--- src/logic/argc_pkg.sv ---
// constants for the audio receive gain and routing control block
package argc_pkg;
  // register byte offsets
  localparam logic [7:0] OFS_VOICE_GAIN = 8'h00;
  localparam logic [7:0] OFS_STEREO_R_GAIN = 8'h04;
  localparam logic [7:0] OFS_STEREO_L_GAIN = 8'h08;
  localparam logic [7:0] OFS_DMIC_GAIN = 8'h0c;
  localparam logic [7:0] OFS_RIGHT_FB_GAIN = 8'h10;
  localparam logic [7:0] OFS_LEFT_FB_GAIN = 8'h14;
  localparam logic [7:0] OFS_MUTE_MIX = 8'h18;
  localparam logic [7:0] OFS_AMP_CTRL = 8'h1c;
  localparam logic [7:0] OFS_STATUS = 8'h20;
  // gain channel indices, in register order
  localparam int CH_VOICE = 0;
  localparam int CH_STEREO_R = 1;
  localparam int CH_STEREO_L = 2;
  localparam int CH_DMIC = 3;
  localparam int CH_RIGHT_FB = 4;
  localparam int CH_LEFT_FB = 5;
  localparam int NUM_GAINS = 6;
  // gain code layout: code 0 is -57 dB, one dB per code step
  localparam int GAIN_W = 6;
  localparam logic [5:0] GAIN_RESET = 6'h39;
  localparam logic [6:0] GAIN_DB_OFFSET = 7'h03;
  localparam logic [6:0] DB_PER_OCTAVE = 7'h06;
  localparam int GAIN_SHIFT_BASE = 25;
  // mute and mixer select register fields
  localparam int BIT_VOICE_LEFT_MUTE = 0;
  localparam int BIT_STEREO_LEFT_MUTE = 1;
  localparam int BIT_STEREO_RIGHT_MUTE = 2;
  localparam int BIT_LEFT_MIX_STEREO_SEL = 4;
  localparam int BIT_LEFT_MIX_LINE_SEL = 5;
  localparam int BIT_LEFT_MIX_VOICE_SEL = 6;
  localparam int BIT_RIGHT_MIX_STEREO_SEL = 8;
  localparam int BIT_RIGHT_MIX_LINE_SEL = 9;
  localparam int BIT_RIGHT_MIX_VOICE_SEL = 10;
  localparam int MUTE_MIX_W = 11;
  localparam logic [10:0] MUTE_MIX_RESET = 11'h000;
  // amplifier control register fields
  localparam int BIT_EARPIECE_AMP_EN = 0;
  localparam int BIT_EARPIECE_MUTE = 1;
  localparam int BIT_RIGHT_SPEAKER_EN = 2;
  localparam int BIT_LEFT_SPEAKER_EN = 3;
  localparam int BIT_RIGHT_SPEAKER_MUTE = 4;
  localparam int BIT_LEFT_SPEAKER_MUTE = 5;
  localparam int BIT_RIGHT_HEADSET_EN = 6;
  localparam int BIT_LEFT_HEADSET_EN = 7;
  localparam int BIT_RIGHT_HEADSET_MUTE = 8;
  localparam int BIT_LEFT_HEADSET_MUTE = 9;
  localparam int AMP_CTRL_W = 10;
  localparam logic [9:0] AMP_CTRL_RESET = 10'h000;
  // status register fields
  localparam int BIT_STAT_CHARGE_PUMP = 0;
  localparam int BIT_STAT_AMP_ACTIVE = 1;
endpackage

--- src/logic/argc_top.sv ---
// audio receive gain, mute, mixer and output amplifier control with apb registers
//
// The placing of the registers and the APB register port were decided locally.
`timescale 1ns/1ps
`default_nettype none

// Summary of operation
// - separate six-bit voice, stereo right, stereo left gains
// - code 0 is -57 dB, 0x39 0 dB, 0x3f +6
// - dmic sidetone scaled by own six-bit gain
// - right and left input feedback gains, six bits
// - voice left, stereo left, stereo right mutes
// - left mixer sums selected sources
// - right mixer sums selected sources
// - earpiece carries left, needs enable, mute silences
// - speakers enabled individually, fed from own mixer
// - speaker outputs muted individually
// - headsets enabled individually, right and left audio
// - headset outputs muted individually
// - charge pump on while any headset enabled
module argc_top #(
  parameter int SAMPLE_W = 16,
  parameter int ADDR_W = 8
) (
  // clock and reset
  input wire logic I_CLK_SYS,
  input wire logic I_RST_B,
  // apb slave
  input wire logic [ADDR_W-1:0] I_PADDR,
  input wire logic I_PSEL,
  input wire logic I_PENABLE,
  input wire logic I_PWRITE,
  input wire logic [31:0] I_PWDATA,
  input wire logic [3:0] I_PSTRB,
  output logic [31:0] O_PRDATA,
  output logic O_PREADY,
  output logic O_PSLVERR,
  // receive samples, same clock domain
  input wire logic I_SAMPLE_STB,
  input wire logic signed [SAMPLE_W-1:0] I_VOICE_DAC,
  input wire logic signed [SAMPLE_W-1:0] I_STEREO_RIGHT,
  input wire logic signed [SAMPLE_W-1:0] I_STEREO_LEFT,
  input wire logic signed [SAMPLE_W-1:0] I_DMIC_SIDETONE,
  input wire logic signed [SAMPLE_W-1:0] I_RIGHT_LINE_INPUT,
  input wire logic signed [SAMPLE_W-1:0] I_LEFT_LINE_INPUT,
  // amplifier audio
  output logic signed [SAMPLE_W-1:0] O_EARPIECE,
  output logic signed [SAMPLE_W-1:0] O_RIGHT_SPEAKER,
  output logic signed [SAMPLE_W-1:0] O_LEFT_SPEAKER,
  output logic signed [SAMPLE_W-1:0] O_HEADSET_RIGHT_OUT,
  output logic signed [SAMPLE_W-1:0] O_HEADSET_LEFT_OUT,
  // amplifier power controls
  output logic O_EARPIECE_AMP_EN,
  output logic O_RIGHT_SPEAKER_EN,
  output logic O_LEFT_SPEAKER_EN,
  output logic O_RIGHT_HEADSET_EN,
  output logic O_LEFT_HEADSET_EN,
  output logic O_CHARGE_PUMP_EN
);

  localparam int SUM_W = SAMPLE_W + 2;
  localparam int PROD_W = SAMPLE_W + 18;

  logic rst_meta_b;
  logic rst_b;
  logic [argc_pkg::GAIN_W-1:0] gain [argc_pkg::NUM_GAINS];
  logic [argc_pkg::MUTE_MIX_W-1:0] mute_mix;
  logic [argc_pkg::AMP_CTRL_W-1:0] amp_ctrl;
  logic signed [SAMPLE_W-1:0] sample_in [argc_pkg::NUM_GAINS];
  logic signed [SAMPLE_W-1:0] gained [argc_pkg::NUM_GAINS];
  logic gained_vld;
  logic signed [SAMPLE_W-1:0] mix_left;
  logic signed [SAMPLE_W-1:0] mix_right;
  logic apb_acc;
  logic apb_done;
  logic [31:0] byte_mask;
  logic [31:0] next_rdata;
  logic next_err;

  // 10^(r/20) for r = 0..5 in q1.15, one octave step is taken as 6 dB
  function automatic logic [16:0] gain_mant(input logic [2:0] r);
    unique case (r)
      3'h0: gain_mant = 17'h08000;
      3'h1: gain_mant = 17'h08f9e;
      3'h2: gain_mant = 17'h0a124;
      3'h3: gain_mant = 17'h0b4ce;
      3'h4: gain_mant = 17'h0cadd;
      default: gain_mant = 17'h0e39f;
    endcase
  endfunction

  // clamp a wide signed value into the sample width
  function automatic logic signed [SAMPLE_W-1:0] sat(input logic signed [PROD_W-1:0] v);
    logic signed [PROD_W-1:0] hi;
    logic signed [PROD_W-1:0] lo;
    hi = PROD_W'((1 <<< (SAMPLE_W - 1)) - 1);
    lo = -hi - PROD_W'(1);
    if (v > hi) begin
      sat = hi[SAMPLE_W-1:0];
    end else if (v < lo) begin
      sat = lo[SAMPLE_W-1:0];
    end else begin
      sat = v[SAMPLE_W-1:0];
    end
  endfunction

  // db code + 3 split into octaves and leftover dB, then mantissa times shift
  function automatic logic signed [SAMPLE_W-1:0] apply_gain(
    input logic signed [SAMPLE_W-1:0] s,
    input logic [argc_pkg::GAIN_W-1:0] code
  );
    logic [6:0] db3;
    logic [6:0] oct;
    logic [6:0] rem;
    logic signed [PROD_W-1:0] prod;
    db3 = {1'b0, code} + argc_pkg::GAIN_DB_OFFSET;
    oct = db3 / argc_pkg::DB_PER_OCTAVE;
    rem = db3 % argc_pkg::DB_PER_OCTAVE;
    prod = PROD_W'(s) * $signed({1'b0, gain_mant(rem[2:0])});
    apply_gain = sat(prod >>> (argc_pkg::GAIN_SHIFT_BASE - int'(oct)));
  endfunction

  // reset release through two flops, assertion stays asynchronous
  always_ff @(posedge I_CLK_SYS or negedge I_RST_B) begin
    if (!I_RST_B) begin
      rst_meta_b <= 1'b0;
      rst_b <= 1'b0;
    end else begin
      rst_meta_b <= 1'b1;
      rst_b <= rst_meta_b;
    end
  end

  // apb: one wait state, the write lands on the edge that samples pready high
  assign apb_acc = I_PSEL && I_PENABLE;
  assign apb_done = apb_acc && O_PREADY;
  assign byte_mask = {{8{I_PSTRB[3]}}, {8{I_PSTRB[2]}}, {8{I_PSTRB[1]}}, {8{I_PSTRB[0]}}};

  // read data mux and unmapped address detect
  always_comb begin
    next_rdata = 32'h00000000;
    next_err = 1'b0;
    unique case (I_PADDR)
      argc_pkg::OFS_VOICE_GAIN: next_rdata = 32'(gain[argc_pkg::CH_VOICE]);
      argc_pkg::OFS_STEREO_R_GAIN: next_rdata = 32'(gain[argc_pkg::CH_STEREO_R]);
      argc_pkg::OFS_STEREO_L_GAIN: next_rdata = 32'(gain[argc_pkg::CH_STEREO_L]);
      argc_pkg::OFS_DMIC_GAIN: next_rdata = 32'(gain[argc_pkg::CH_DMIC]);
      argc_pkg::OFS_RIGHT_FB_GAIN: next_rdata = 32'(gain[argc_pkg::CH_RIGHT_FB]);
      argc_pkg::OFS_LEFT_FB_GAIN: next_rdata = 32'(gain[argc_pkg::CH_LEFT_FB]);
      argc_pkg::OFS_MUTE_MIX: next_rdata = 32'(mute_mix);
      argc_pkg::OFS_AMP_CTRL: next_rdata = 32'(amp_ctrl);
      argc_pkg::OFS_STATUS: begin
        next_rdata[argc_pkg::BIT_STAT_CHARGE_PUMP] = O_CHARGE_PUMP_EN;
        next_rdata[argc_pkg::BIT_STAT_AMP_ACTIVE] = O_EARPIECE_AMP_EN | O_RIGHT_SPEAKER_EN |
          O_LEFT_SPEAKER_EN | O_RIGHT_HEADSET_EN | O_LEFT_HEADSET_EN;
      end
      default: next_err = 1'b1;
    endcase
  end

  // apb answer flops
  always_ff @(posedge I_CLK_SYS or negedge rst_b) begin
    if (!rst_b) begin
      O_PREADY <= 1'b0;
      O_PRDATA <= 32'h00000000;
      O_PSLVERR <= 1'b0;
    end else begin
      O_PREADY <= apb_acc && !O_PREADY;
      O_PSLVERR <= apb_acc && !O_PREADY && next_err;
      if (apb_acc && !O_PREADY && !I_PWRITE) begin
        O_PRDATA <= next_rdata;
      end
    end
  end

  // six gain registers, all reset to 0 dB
  always_ff @(posedge I_CLK_SYS or negedge rst_b) begin
    if (!rst_b) begin
      for (int i = 0; i < argc_pkg::NUM_GAINS; i++) begin
        gain[i] <= argc_pkg::GAIN_RESET;
      end
    end else if (apb_done && I_PWRITE && I_PSTRB[0]) begin
      for (int i = 0; i < argc_pkg::NUM_GAINS; i++) begin
        if (I_PADDR == ADDR_W'(4 * i)) begin
          gain[i] <= I_PWDATA[argc_pkg::GAIN_W-1:0];
        end
      end
    end
  end

  // mute and mixer select register
  always_ff @(posedge I_CLK_SYS or negedge rst_b) begin
    if (!rst_b) begin
      mute_mix <= argc_pkg::MUTE_MIX_RESET;
    end else if (apb_done && I_PWRITE && I_PADDR == argc_pkg::OFS_MUTE_MIX) begin
      mute_mix <= (mute_mix & ~byte_mask[argc_pkg::MUTE_MIX_W-1:0]) |
        (I_PWDATA[argc_pkg::MUTE_MIX_W-1:0] & byte_mask[argc_pkg::MUTE_MIX_W-1:0]);
    end
  end

  // amplifier control register
  always_ff @(posedge I_CLK_SYS or negedge rst_b) begin
    if (!rst_b) begin
      amp_ctrl <= argc_pkg::AMP_CTRL_RESET;
    end else if (apb_done && I_PWRITE && I_PADDR == argc_pkg::OFS_AMP_CTRL) begin
      amp_ctrl <= (amp_ctrl & ~byte_mask[argc_pkg::AMP_CTRL_W-1:0]) |
        (I_PWDATA[argc_pkg::AMP_CTRL_W-1:0] & byte_mask[argc_pkg::AMP_CTRL_W-1:0]);
    end
  end

  // inputs in channel order so one loop covers every gain stage
  assign sample_in[argc_pkg::CH_VOICE] = I_VOICE_DAC;
  assign sample_in[argc_pkg::CH_STEREO_R] = I_STEREO_RIGHT;
  assign sample_in[argc_pkg::CH_STEREO_L] = I_STEREO_LEFT;
  assign sample_in[argc_pkg::CH_DMIC] = I_DMIC_SIDETONE;
  assign sample_in[argc_pkg::CH_RIGHT_FB] = I_RIGHT_LINE_INPUT;
  assign sample_in[argc_pkg::CH_LEFT_FB] = I_LEFT_LINE_INPUT;

  // stage 1: per-channel gain, sampled on the strobe
  always_ff @(posedge I_CLK_SYS or negedge rst_b) begin
    if (!rst_b) begin
      gained_vld <= 1'b0;
      for (int i = 0; i < argc_pkg::NUM_GAINS; i++) begin
        gained[i] <= '0;
      end
    end else begin
      gained_vld <= I_SAMPLE_STB;
      if (I_SAMPLE_STB) begin
        for (int i = 0; i < argc_pkg::NUM_GAINS; i++) begin
          gained[i] <= apply_gain(sample_in[i], gain[i]);
        end
      end
    end
  end

  // stage 2: mutes and mixers; sidetone rides on the voice path
  always_ff @(posedge I_CLK_SYS or negedge rst_b) begin
    if (!rst_b) begin
      mix_left <= '0;
      mix_right <= '0;
    end else if (gained_vld) begin
      mix_left <= sat(PROD_W'(
        ((mute_mix[argc_pkg::BIT_LEFT_MIX_STEREO_SEL] &&
          !mute_mix[argc_pkg::BIT_STEREO_LEFT_MUTE]) ? SUM_W'(gained[argc_pkg::CH_STEREO_L]) :
          SUM_W'(0)) +
        (mute_mix[argc_pkg::BIT_LEFT_MIX_LINE_SEL] ? SUM_W'(gained[argc_pkg::CH_LEFT_FB]) :
          SUM_W'(0)) +
        ((mute_mix[argc_pkg::BIT_LEFT_MIX_VOICE_SEL] &&
          !mute_mix[argc_pkg::BIT_VOICE_LEFT_MUTE]) ?
          SUM_W'(gained[argc_pkg::CH_VOICE]) + SUM_W'(gained[argc_pkg::CH_DMIC]) :
          SUM_W'(0))));
      mix_right <= sat(PROD_W'(
        ((mute_mix[argc_pkg::BIT_RIGHT_MIX_STEREO_SEL] &&
          !mute_mix[argc_pkg::BIT_STEREO_RIGHT_MUTE]) ? SUM_W'(gained[argc_pkg::CH_STEREO_R]) :
          SUM_W'(0)) +
        (mute_mix[argc_pkg::BIT_RIGHT_MIX_LINE_SEL] ? SUM_W'(gained[argc_pkg::CH_RIGHT_FB]) :
          SUM_W'(0)) +
        (mute_mix[argc_pkg::BIT_RIGHT_MIX_VOICE_SEL] ?
          SUM_W'(gained[argc_pkg::CH_VOICE]) + SUM_W'(gained[argc_pkg::CH_DMIC]) :
          SUM_W'(0))));
    end
  end

  // stage 3: amplifier feeds, refreshed every clock so a mute acts at once
  always_ff @(posedge I_CLK_SYS or negedge rst_b) begin
    if (!rst_b) begin
      O_EARPIECE <= '0;
      O_RIGHT_SPEAKER <= '0;
      O_LEFT_SPEAKER <= '0;
      O_HEADSET_RIGHT_OUT <= '0;
      O_HEADSET_LEFT_OUT <= '0;
    end else begin
      O_EARPIECE <= (amp_ctrl[argc_pkg::BIT_EARPIECE_AMP_EN] &&
        !amp_ctrl[argc_pkg::BIT_EARPIECE_MUTE]) ? mix_left : '0;
      O_RIGHT_SPEAKER <= (amp_ctrl[argc_pkg::BIT_RIGHT_SPEAKER_EN] &&
        !amp_ctrl[argc_pkg::BIT_RIGHT_SPEAKER_MUTE]) ? mix_right : '0;
      O_LEFT_SPEAKER <= (amp_ctrl[argc_pkg::BIT_LEFT_SPEAKER_EN] &&
        !amp_ctrl[argc_pkg::BIT_LEFT_SPEAKER_MUTE]) ? mix_left : '0;
      O_HEADSET_RIGHT_OUT <= (amp_ctrl[argc_pkg::BIT_RIGHT_HEADSET_EN] &&
        !amp_ctrl[argc_pkg::BIT_RIGHT_HEADSET_MUTE]) ? mix_right : '0;
      O_HEADSET_LEFT_OUT <= (amp_ctrl[argc_pkg::BIT_LEFT_HEADSET_EN] &&
        !amp_ctrl[argc_pkg::BIT_LEFT_HEADSET_MUTE]) ? mix_left : '0;
    end
  end

  // amplifier power controls; the pump rises on the same edge as the headset amps, no extra delay
  always_ff @(posedge I_CLK_SYS or negedge rst_b) begin
    if (!rst_b) begin
      O_EARPIECE_AMP_EN <= 1'b0;
      O_RIGHT_SPEAKER_EN <= 1'b0;
      O_LEFT_SPEAKER_EN <= 1'b0;
      O_RIGHT_HEADSET_EN <= 1'b0;
      O_LEFT_HEADSET_EN <= 1'b0;
      O_CHARGE_PUMP_EN <= 1'b0;
    end else begin
      O_EARPIECE_AMP_EN <= amp_ctrl[argc_pkg::BIT_EARPIECE_AMP_EN];
      O_RIGHT_SPEAKER_EN <= amp_ctrl[argc_pkg::BIT_RIGHT_SPEAKER_EN];
      O_LEFT_SPEAKER_EN <= amp_ctrl[argc_pkg::BIT_LEFT_SPEAKER_EN];
      O_RIGHT_HEADSET_EN <= amp_ctrl[argc_pkg::BIT_RIGHT_HEADSET_EN];
      O_LEFT_HEADSET_EN <= amp_ctrl[argc_pkg::BIT_LEFT_HEADSET_EN];
      O_CHARGE_PUMP_EN <= amp_ctrl[argc_pkg::BIT_RIGHT_HEADSET_EN] |
        amp_ctrl[argc_pkg::BIT_LEFT_HEADSET_EN];
    end
  end
endmodule

`default_nettype wire

--- config.mk ---
export PLATFORM = sky130hd
export DESIGN_NAME = argc_top
export DESIGN_NICKNAME = d
export VERILOG_FILES = /design/src/logic/argc_pkg.sv /design/src/logic/argc_top.sv
export SDC_FILE = /design/constraint.sdc
export NUM_CORES = 2
export LEC_CHECK = 0
export ABC_AREA = 1
export BUFFER_PORTS_ARGS = -buffer_cell sky130_fd_sc_hd__buf_2
export CORE_MARGIN = 2
export CORE_UTILIZATION = 40
export DETAILED_ROUTE_END_ITERATION = 10
export GPL_TIMING_DRIVEN = 0
export MAX_ROUTING_LAYER = met4
export PLACE_DENSITY_LB_ADDON = 0.3
export RECOVER_POWER = 50
export SYNTH_ARGS = -nofsm -noshare
export SYNTH_HDL_FRONTEND = slang
export SYNTH_SLANG_ARGS = --single-unit
--- constraint.sdc ---
create_clock -name I_CLK_SYS -period 18.7 [get_ports I_CLK_SYS]
set_input_delay 0.935 -clock I_CLK_SYS [delete_from_list [all_inputs] [get_ports I_CLK_SYS]]
set_output_delay 0.935 -clock I_CLK_SYS [all_outputs]
set_load 0.01 [all_outputs]
; Word-level counts from Yosys, hierarchy flattened
; Cells that the tools add are included.
; W data, S select, Z words.
[totals]
register_bits = 308
latchBits = 0
mem_bits_rw = 0
romBits = 0
input_bits = 146
output_inout_bits = 120
wordCells = 218
n_memories = 0
[classes]
addsub = 17
mul = 6
div_mod_pow = 12
magnitude_cmp = 16
eq_ne = 32
shifts = 6
mux = 42
bitwise = 13
n_reduce_logical = 41
[ops]
columns = op, count
row1 = $pmux W15 S5, 6
row2 = $mux W16, 21
row3 = $gt A34 B16 Y1 const B, 8
row4 = $lt A34 B16 Y1 const B, 8
row5 = $mul A16 B18 Y34, 6
row6 = $mux W34, 6
row7 = $sshr A34 B32 Y34, 6
row8 = $add A34 B34 Y34, 4
row9 = $mux W17, 6
row10 = $pmux W9 S8, 1
row11 = $sub A5 B7 Y8 const A, 6
row12 = $add A6 B2 Y7 const B, 6
row13 = $div A7 B3 Y7 const B, 6
row14 = $mod A7 B3 Y7 const B, 6
row15 = $eq A3 B2 Y1 const B, 12
row16 = $eq A8 B5 Y1 const B, 4
row17 = $and A11 B11 Y11, 2
row18 = $and A10 B10 Y10, 2
row19 = $eq A3 B1 Y1 const B, 6
row20 = $eq A3 B3 Y1 const B, 6
row21 = $logic_not A3 Y1, 6
row22 = $pmux W2 S9, 1
row23 = $add A16 B16 Y17, 1
row24 = $logic_and A1 B1 Y1, 17
row25 = other kinds (13), 32

; Depth between registers and ports, before layout
[depth]
word_depth = 10
depth_mapped = 70
ltp_nobuf = 68

; Worst setup path after synthesis
; OpenSTA, ideal clock, no wires.
[synth_path]
path_kind = register to register
startpoint = register gain[0] (netlist name)
endpoint = register gained[10] (netlist name)
setup_time_ps = 117
arrival_time_ps = 9786
required_ps = 18583
path_slack_ps = 8797
path_stages_with_launch = 63
path_buffers = 3
period_less_slack_ps = 9903
path_cell_list = dfstp_2 inv_1 ha_1 nor2_1 inv_2 nand2_1 nand2_1 clkinv_1 nand3_1 nand2_1 inv_1 nor2_1 o21ai_1 and2_1 ha_1 nor2_2 nand2_2 inv_1 (+27 left out) nand3b_1 nand2_1 nand2_1 nand2_1 inv_1 nor2_1 clkinv_1 nand3_1 nand2_1 nand2_1 nand2_1 nor3_1 nand3_1 nand2_1 buf_4 nand2_1 nand2_1 nand2_1
[synth_between]
elab_chain_len = 10
word_cells_on_any_way = 17
cone_classes = 2 x add/sub / 1 x mul / 2 x div / 2 x order compare / 4 x eq/ne / 1 x shift / 4 x mux / 1 x reduce/logical
[synth_rtl]
columns = element, line
row1 = from (decl), argc_top.sv:66  ; logic [argc_pkg::GAIN_W-1:0] gain [argc_pkg::NUM_GAINS];
row2 = "from (signal, indexed assignment)", argc_top.sv:180  ; gain[i] <= argc_pkg::GAIN_RESET;
row3 = "from (signal, indexed assignment)", argc_top.sv:185  ; gain[i] <= I_PWDATA[argc_pkg::GAIN_W-1:0];
row4 = $add A6 B2 Y7 (*), argc_top.sv:116  ; db3 = {1'b0, code} + argc_pkg::GAIN_DB_OFFSET;
row5 = $mod A7 B3 Y7, argc_top.sv:118  ; rem = db3 % argc_pkg::DB_PER_OCTAVE;
row6 = "$eq A3 B3 Y1, or another cell as far along", argc_top.sv:82  ; unique case (r)
row7 = $pmux W15 S5, argc_top.sv:82
row8 = $mux W17, argc_top.sv:228  ; if (I_SAMPLE_STB) begin
row9 = $mul A16 B18 Y34, argc_top.sv:119  ; prod = PROD_W'(s) * $signed({1'b0, gain_mant(rem[2:0])});
row10 = $sshr A34 B32 Y34 (*), argc_top.sv:120  ; apply_gain = sat(prod >>> (argc_pkg::GAIN_SHIFT_BASE - int'(oct)));
row11 = $lt A34 B16 Y1, argc_top.sv:100  ; end else if (v < lo) begin
row12 = $mux W16, argc_top.sv:100
row13 = $mux W16 (*), argc_top.sv:98  ; if (v > hi) begin
row14 = "to (signal, indexed assignment)", argc_top.sv:230  ; gained[i] <= apply_gain(sample_in[i], gain[i]);
row15 = to (decl), argc_top.sv:70  ; logic signed [SAMPLE_W-1:0] gained [argc_pkg::NUM_GAINS];
; Mark *: on every way between the ends. The rest lies on a longest branch, timed or not. The select of a mux whose other input is x is not followed.
; A chain may end at the register's enable or synchronous reset.

; Worst setup path in the final report
[layout_path]
startpoint = register gain[0] (netlist name)
endpoint = register gained[7] (netlist name)
; The elaborated chain is that of the path after synthesis.

==> results.sh <==
export IMPL_mostFrequentLayoutCells="2672 x sky130_fd_sc_hd__nand2_1, 2321 x sky130_fd_sc_hd__inv_1, 1209 x sky130_fd_sc_hd__fa_1"
export IMPL_finalMaxSlewViolations=223
export IMPL_maxCapViolCount=4
export IMPL_async_set_or_reset_register_ratio_after_synthesis_pct=100.0
export IMPL_run_status="finished, violations left"
export IMPL_timing_critical_path_slowest_cell_delay_ps=700
export IMPL_mostFrequentLayoutCell="sky130_fd_sc_hd__nand2_1"
export IMPL_clock_tree_htree_level_count=1
export IMPL_clockPowerShare_pct=4.0
export IMPL_power_internal_uw=5652
export IMPL_crit_start_category="register"
export IMPL_wl_mm=252.1
export IMPL_num_vias=72784
export IMPL_cp_max_fo=10
export IMPL_route_layer_met1_wl_mm=108.6
export IMPL_route_detailed_drc=0
export IMPL_global_route_wire_length_before_repair_mm=404.6
export IMPL_mappedNetlistArea_um2=80490
export IMPL_grt_antenna_before_repair=3
export IMPL_drt_iter0_markers=5722
export IMPL_dieArea_um2=204800
export IMPL_post_route_cells_drive_above_1_share_pct=4.313
export IMPL_fp_dieH_um=452.6
export IMPL_detailed_routing_iteration_count_for_the_pre_antenna_repair_pass=8
export IMPL_r2r_setup_slack_ps=5700
export IMPL_timing_max_slew_rel_slack_pct=-138.2
export IMPL_swShare_pct=61.27
export IMPL_final_core_utilization_pct=42.98
export IMPL_fillers=21362
export IMPL_clock_sinks=287
export IMPL_postSynthRegisterBits=287
export IMPL_setup_violations_final=0
export IMPL_synth_warning_count=0
export IMPL_portBuffers=221
export IMPL_first_global_vias=73815
export IMPL_rows=164
export IMPL_critical_path_top_delay_family="simple AND/OR/NAND/NOR gates"
export IMPL_seqPwrFrac_pct=5.0
export IMPL_buffers_inserted_by_post_cts_timing_repair=0
export IMPL_worst_ir_drop_vdd_v=0.0001478
export IMPL_post_place_cells=14201
export IMPL_worst_path_max_delay_cell="sky130_fd_sc_hd__dfstp_2"
export IMPL_core_area_um2=199900
export IMPL_initial_core_util_pct=40.27
export IMPL_drt_antenna_violating_nets=0
export IMPL_gates_resized_cts_repair=0
export IMPL_grt_max_degree=70
export IMPL_rsz0062_at_grt="false"
export IMPL_synth_edf_count=0
export IMPL_routed_via_density=5.107
export IMPL_nNetsFinal=13734
export IMPL_cts_tree="yes"
export IMPL_arrival_ps=13480
export IMPL_wl_met3_mm=14.29
export IMPL_cts_path_max_buffers=3
export IMPL_violations="capacitance limit, slew limit"
export IMPL_buf_inv_stages_crit_path=17
export IMPL_area_growth_from_synthesis_to_layout_pct=6.729
export IMPL_fin_setup_tns_ps=0
export IMPL_timing_worst_slew_pin_value_ps=3573
export IMPL_crit_reg2reg_launch="gain[0]"
export IMPL_cpMostUsedCell="sky130_fd_sc_hd__nand2_1"
export IMPL_worst_skew_pair_late_latency_ps=600
export IMPL_timing_fmax_mhz=76.93
export IMPL_end_kind="register"
export IMPL_comb_power_share_pct=91.0
export IMPL_r2r_worst_path_cells=59
export IMPL_synth_distinct_cells=66
export IMPL_crit_type="register to register"
export IMPL_synth_cells=11300
export IMPL_synth_yosys_seq_area_share_pct=8.960
export IMPL_globalRouteTotalUtil_pct=25.46
export IMPL_required_ps=19180
export IMPL_power_net_switching_uw=8941
export IMPL_p_leak_uw=0.04614
export IMPL_clock_skew_final_ps=33.41
export IMPL_gp_congestion=0.9920
export IMPL_hold_path_class="input port to asynchronous set/reset pin"
export IMPL_die_width_um=452.6
export IMPL_gr_total_overflow=0
export IMPL_highest_signal_layer="met4"
export IMPL_cellPowerDensity_nw_per_um2=169.9
export IMPL_tritoncts_num_buffers=26
export IMPL_cts_hold_buffers_added=0
export IMPL_clkSlewWorstSetupHoldPaths_ps=80
export IMPL_post_route_min_period_ps=13000
export IMPL_wl_met2_mm=119.1
export IMPL_layout_worst_path_cycle_share_pct=69.51
export IMPL_routed_wire_length_per_instance_um=17.69
export IMPL_dp_hpwl_mm=218.9
export IMPL_ctsRootBufferMaster="sky130_fd_sc_hd__clkbuf_16"
export IMPL_syn_avg_cell_area_um2=7.123
export IMPL_top_level_ports=266
export IMPL_synthFlopType="sky130_fd_sc_hd__dfrtp_1"
export IMPL_hold_violations=0
export IMPL_critical_path_reg2reg_endpoint="gained[7]"
export IMPL_finalNonFillerCells=14252
layer usage:
layer  vias to the layer above  global-route usage (%)
li1                      35242                       -
met1                     34697                   33.03
met2                      2425                   41.96
met3                       420                   1.910
met4                         0                   8.776
met5                         -                       -
power groups by stage:
stage               clock (uW)  combinational (uW)  sequential [uW]
floorplan                    0                9780              733
global placement             0               13100              753
detailed placement           0               13100              741
CTS                        598               13200              731
global route               622               15100              738
finish                     583               13300              731
logic make-up (layout without fill, tap and decap cells):
logic type	Yosys count	after routing	synth area share, %
DFF	287	287	8.960
adders and majority gates	2015	2015	42.60
xor gates and xnor gates	195	195	2.140
buffers and inverters	2721	2994	13.02
and+or+nand+nor	4969	4969	25.38
muxes	14	14	0.1741
other	2	25	0.009330
AOI/OAI and AO/OA	1097	1097	7.722
synth_stat cells, types with 21 or more instances:
master                        n  area, um2
sky130_fd_sc_hd__fa_1      1209      24200
sky130_fd_sc_hd__o21ai_1     34      170.2
sky130_fd_sc_hd__o211ai_1    39      292.8
sky130_fd_sc_hd__nor3_1      48      240.2
sky130_fd_sc_hd__a22oi_1     26      195.2
sky130_fd_sc_hd__dfstp_2     24      630.6
sky130_fd_sc_hd__ha_1       806      10080
sky130_fd_sc_hd__buf_1       30      112.6
sky130_fd_sc_hd__buf_4       38      285.3
sky130_fd_sc_hd__inv_2       44      165.2
sky130_fd_sc_hd__dfrtp_1    263       6581
sky130_fd_sc_hd__buf_2       51      255.2
sky130_fd_sc_hd__inv_1     2321       8712
sky130_fd_sc_hd__or2_2       21      131.4
sky130_fd_sc_hd__a21oi_1    307       1536
sky130_fd_sc_hd__nor2_1    1128       4234
sky130_fd_sc_hd__xnor2_1     84      735.7
sky130_fd_sc_hd__o21ai_0    463       2317
sky130_fd_sc_hd__nand2_1   2672      10030
sky130_fd_sc_hd__nand3_1    944       4725
sky130_fd_sc_hd__a31oi_1     43      269.0
sky130_fd_sc_hd__a21o_1      21      157.7
sky130_fd_sc_hd__xor2_1     109      954.7
sky130_fd_sc_hd__clkbuf_1   200      750.7
sky130_fd_sc_hd__nand4_1     48      300.3
sky130_fd_sc_hd__o22ai_1     43      269.0
sky130_fd_sc_hd__o21bai_1    37      277.8
sky130_fd_sc_hd__clkinv_1    23      86.33
worst max path at each step:
stage	depth (start not counted)	slack, ps	endpoint	startpoint
detailed placement	59	5880	gained[14]	gain[0]
CTS	59	5890	gained[14]	gain[0]
global placement	59	5870	gained[14]	gain[0]
floorplan	62	8800	gained[10]	gain[0]
global route	62	4760	gained[13]	gain[0]
finish	59	5700	gained[7]	gain[0]
registers in the layout, indices dropped and copies added, names as in the netlist, named ones only:
name	cells
gained	96
O_CHARGE_PUMP_EN	1
O_RIGHT_SPEAKER	16
rst_meta_b	1
O_RIGHT_HEADSET_EN	1
O_EARPIECE	16
O_LEFT_SPEAKER	16
O_EARPIECE_AMP_EN	1
mix_right	16
gain	36
O_RIGHT_SPEAKER_EN	1
O_LEFT_HEADSET_EN	1
O_LEFT_SPEAKER_EN	1
mix_left	16
O_PRDATA	11
gained_vld	1
O_HEADSET_LEFT_OUT	16
O_PSLVERR	1
O_HEADSET_RIGHT_OUT	16
rst_b	1
O_PREADY	1
metrics by stage:
stage | hold slack [ps] | worst slack, ps | area, um2 | total power (uW)
after floorplan | 331.2 | 8797 | 80570 | 10520
after global placement | 332.7 | 5872 | 85000 | 13850
after detailed placement | 337.3 | 5881 | 85110 | 13830
final | 103.6 | 5702 | 85910 | 14590
after CTS | 55.34 | 5885 | 86030 | 14520
after global routing | 76.51 | 4755 | 85910 | 16480
worst reg2reg max path: cells and delay by family (launching register included):
family	cells	cell delay, ps
buffers and inverters	17	3000
and+or+nand+nor	29	4410
DFF	1	700
AOI/OAI and AO/OA	4	690
adders and majority gates	9	4100
area by class of cell:
cell class	count	area [um2]	share of cell area, %
antenna	3	7.507	0.008738
buffer	333	1518	1.767
clock buffer	33	737.0	0.8578
inverter	2388	8964	10.43
tap	2656	3323	3.868
multi-input combinational	8312	62880	73.19
timing repair buffer	225	1095	1.274
sequential	287	7212	8.395
clock inverter	15	178.9	0.2083
No activity file was read; power rests on OpenSTA's default activity.
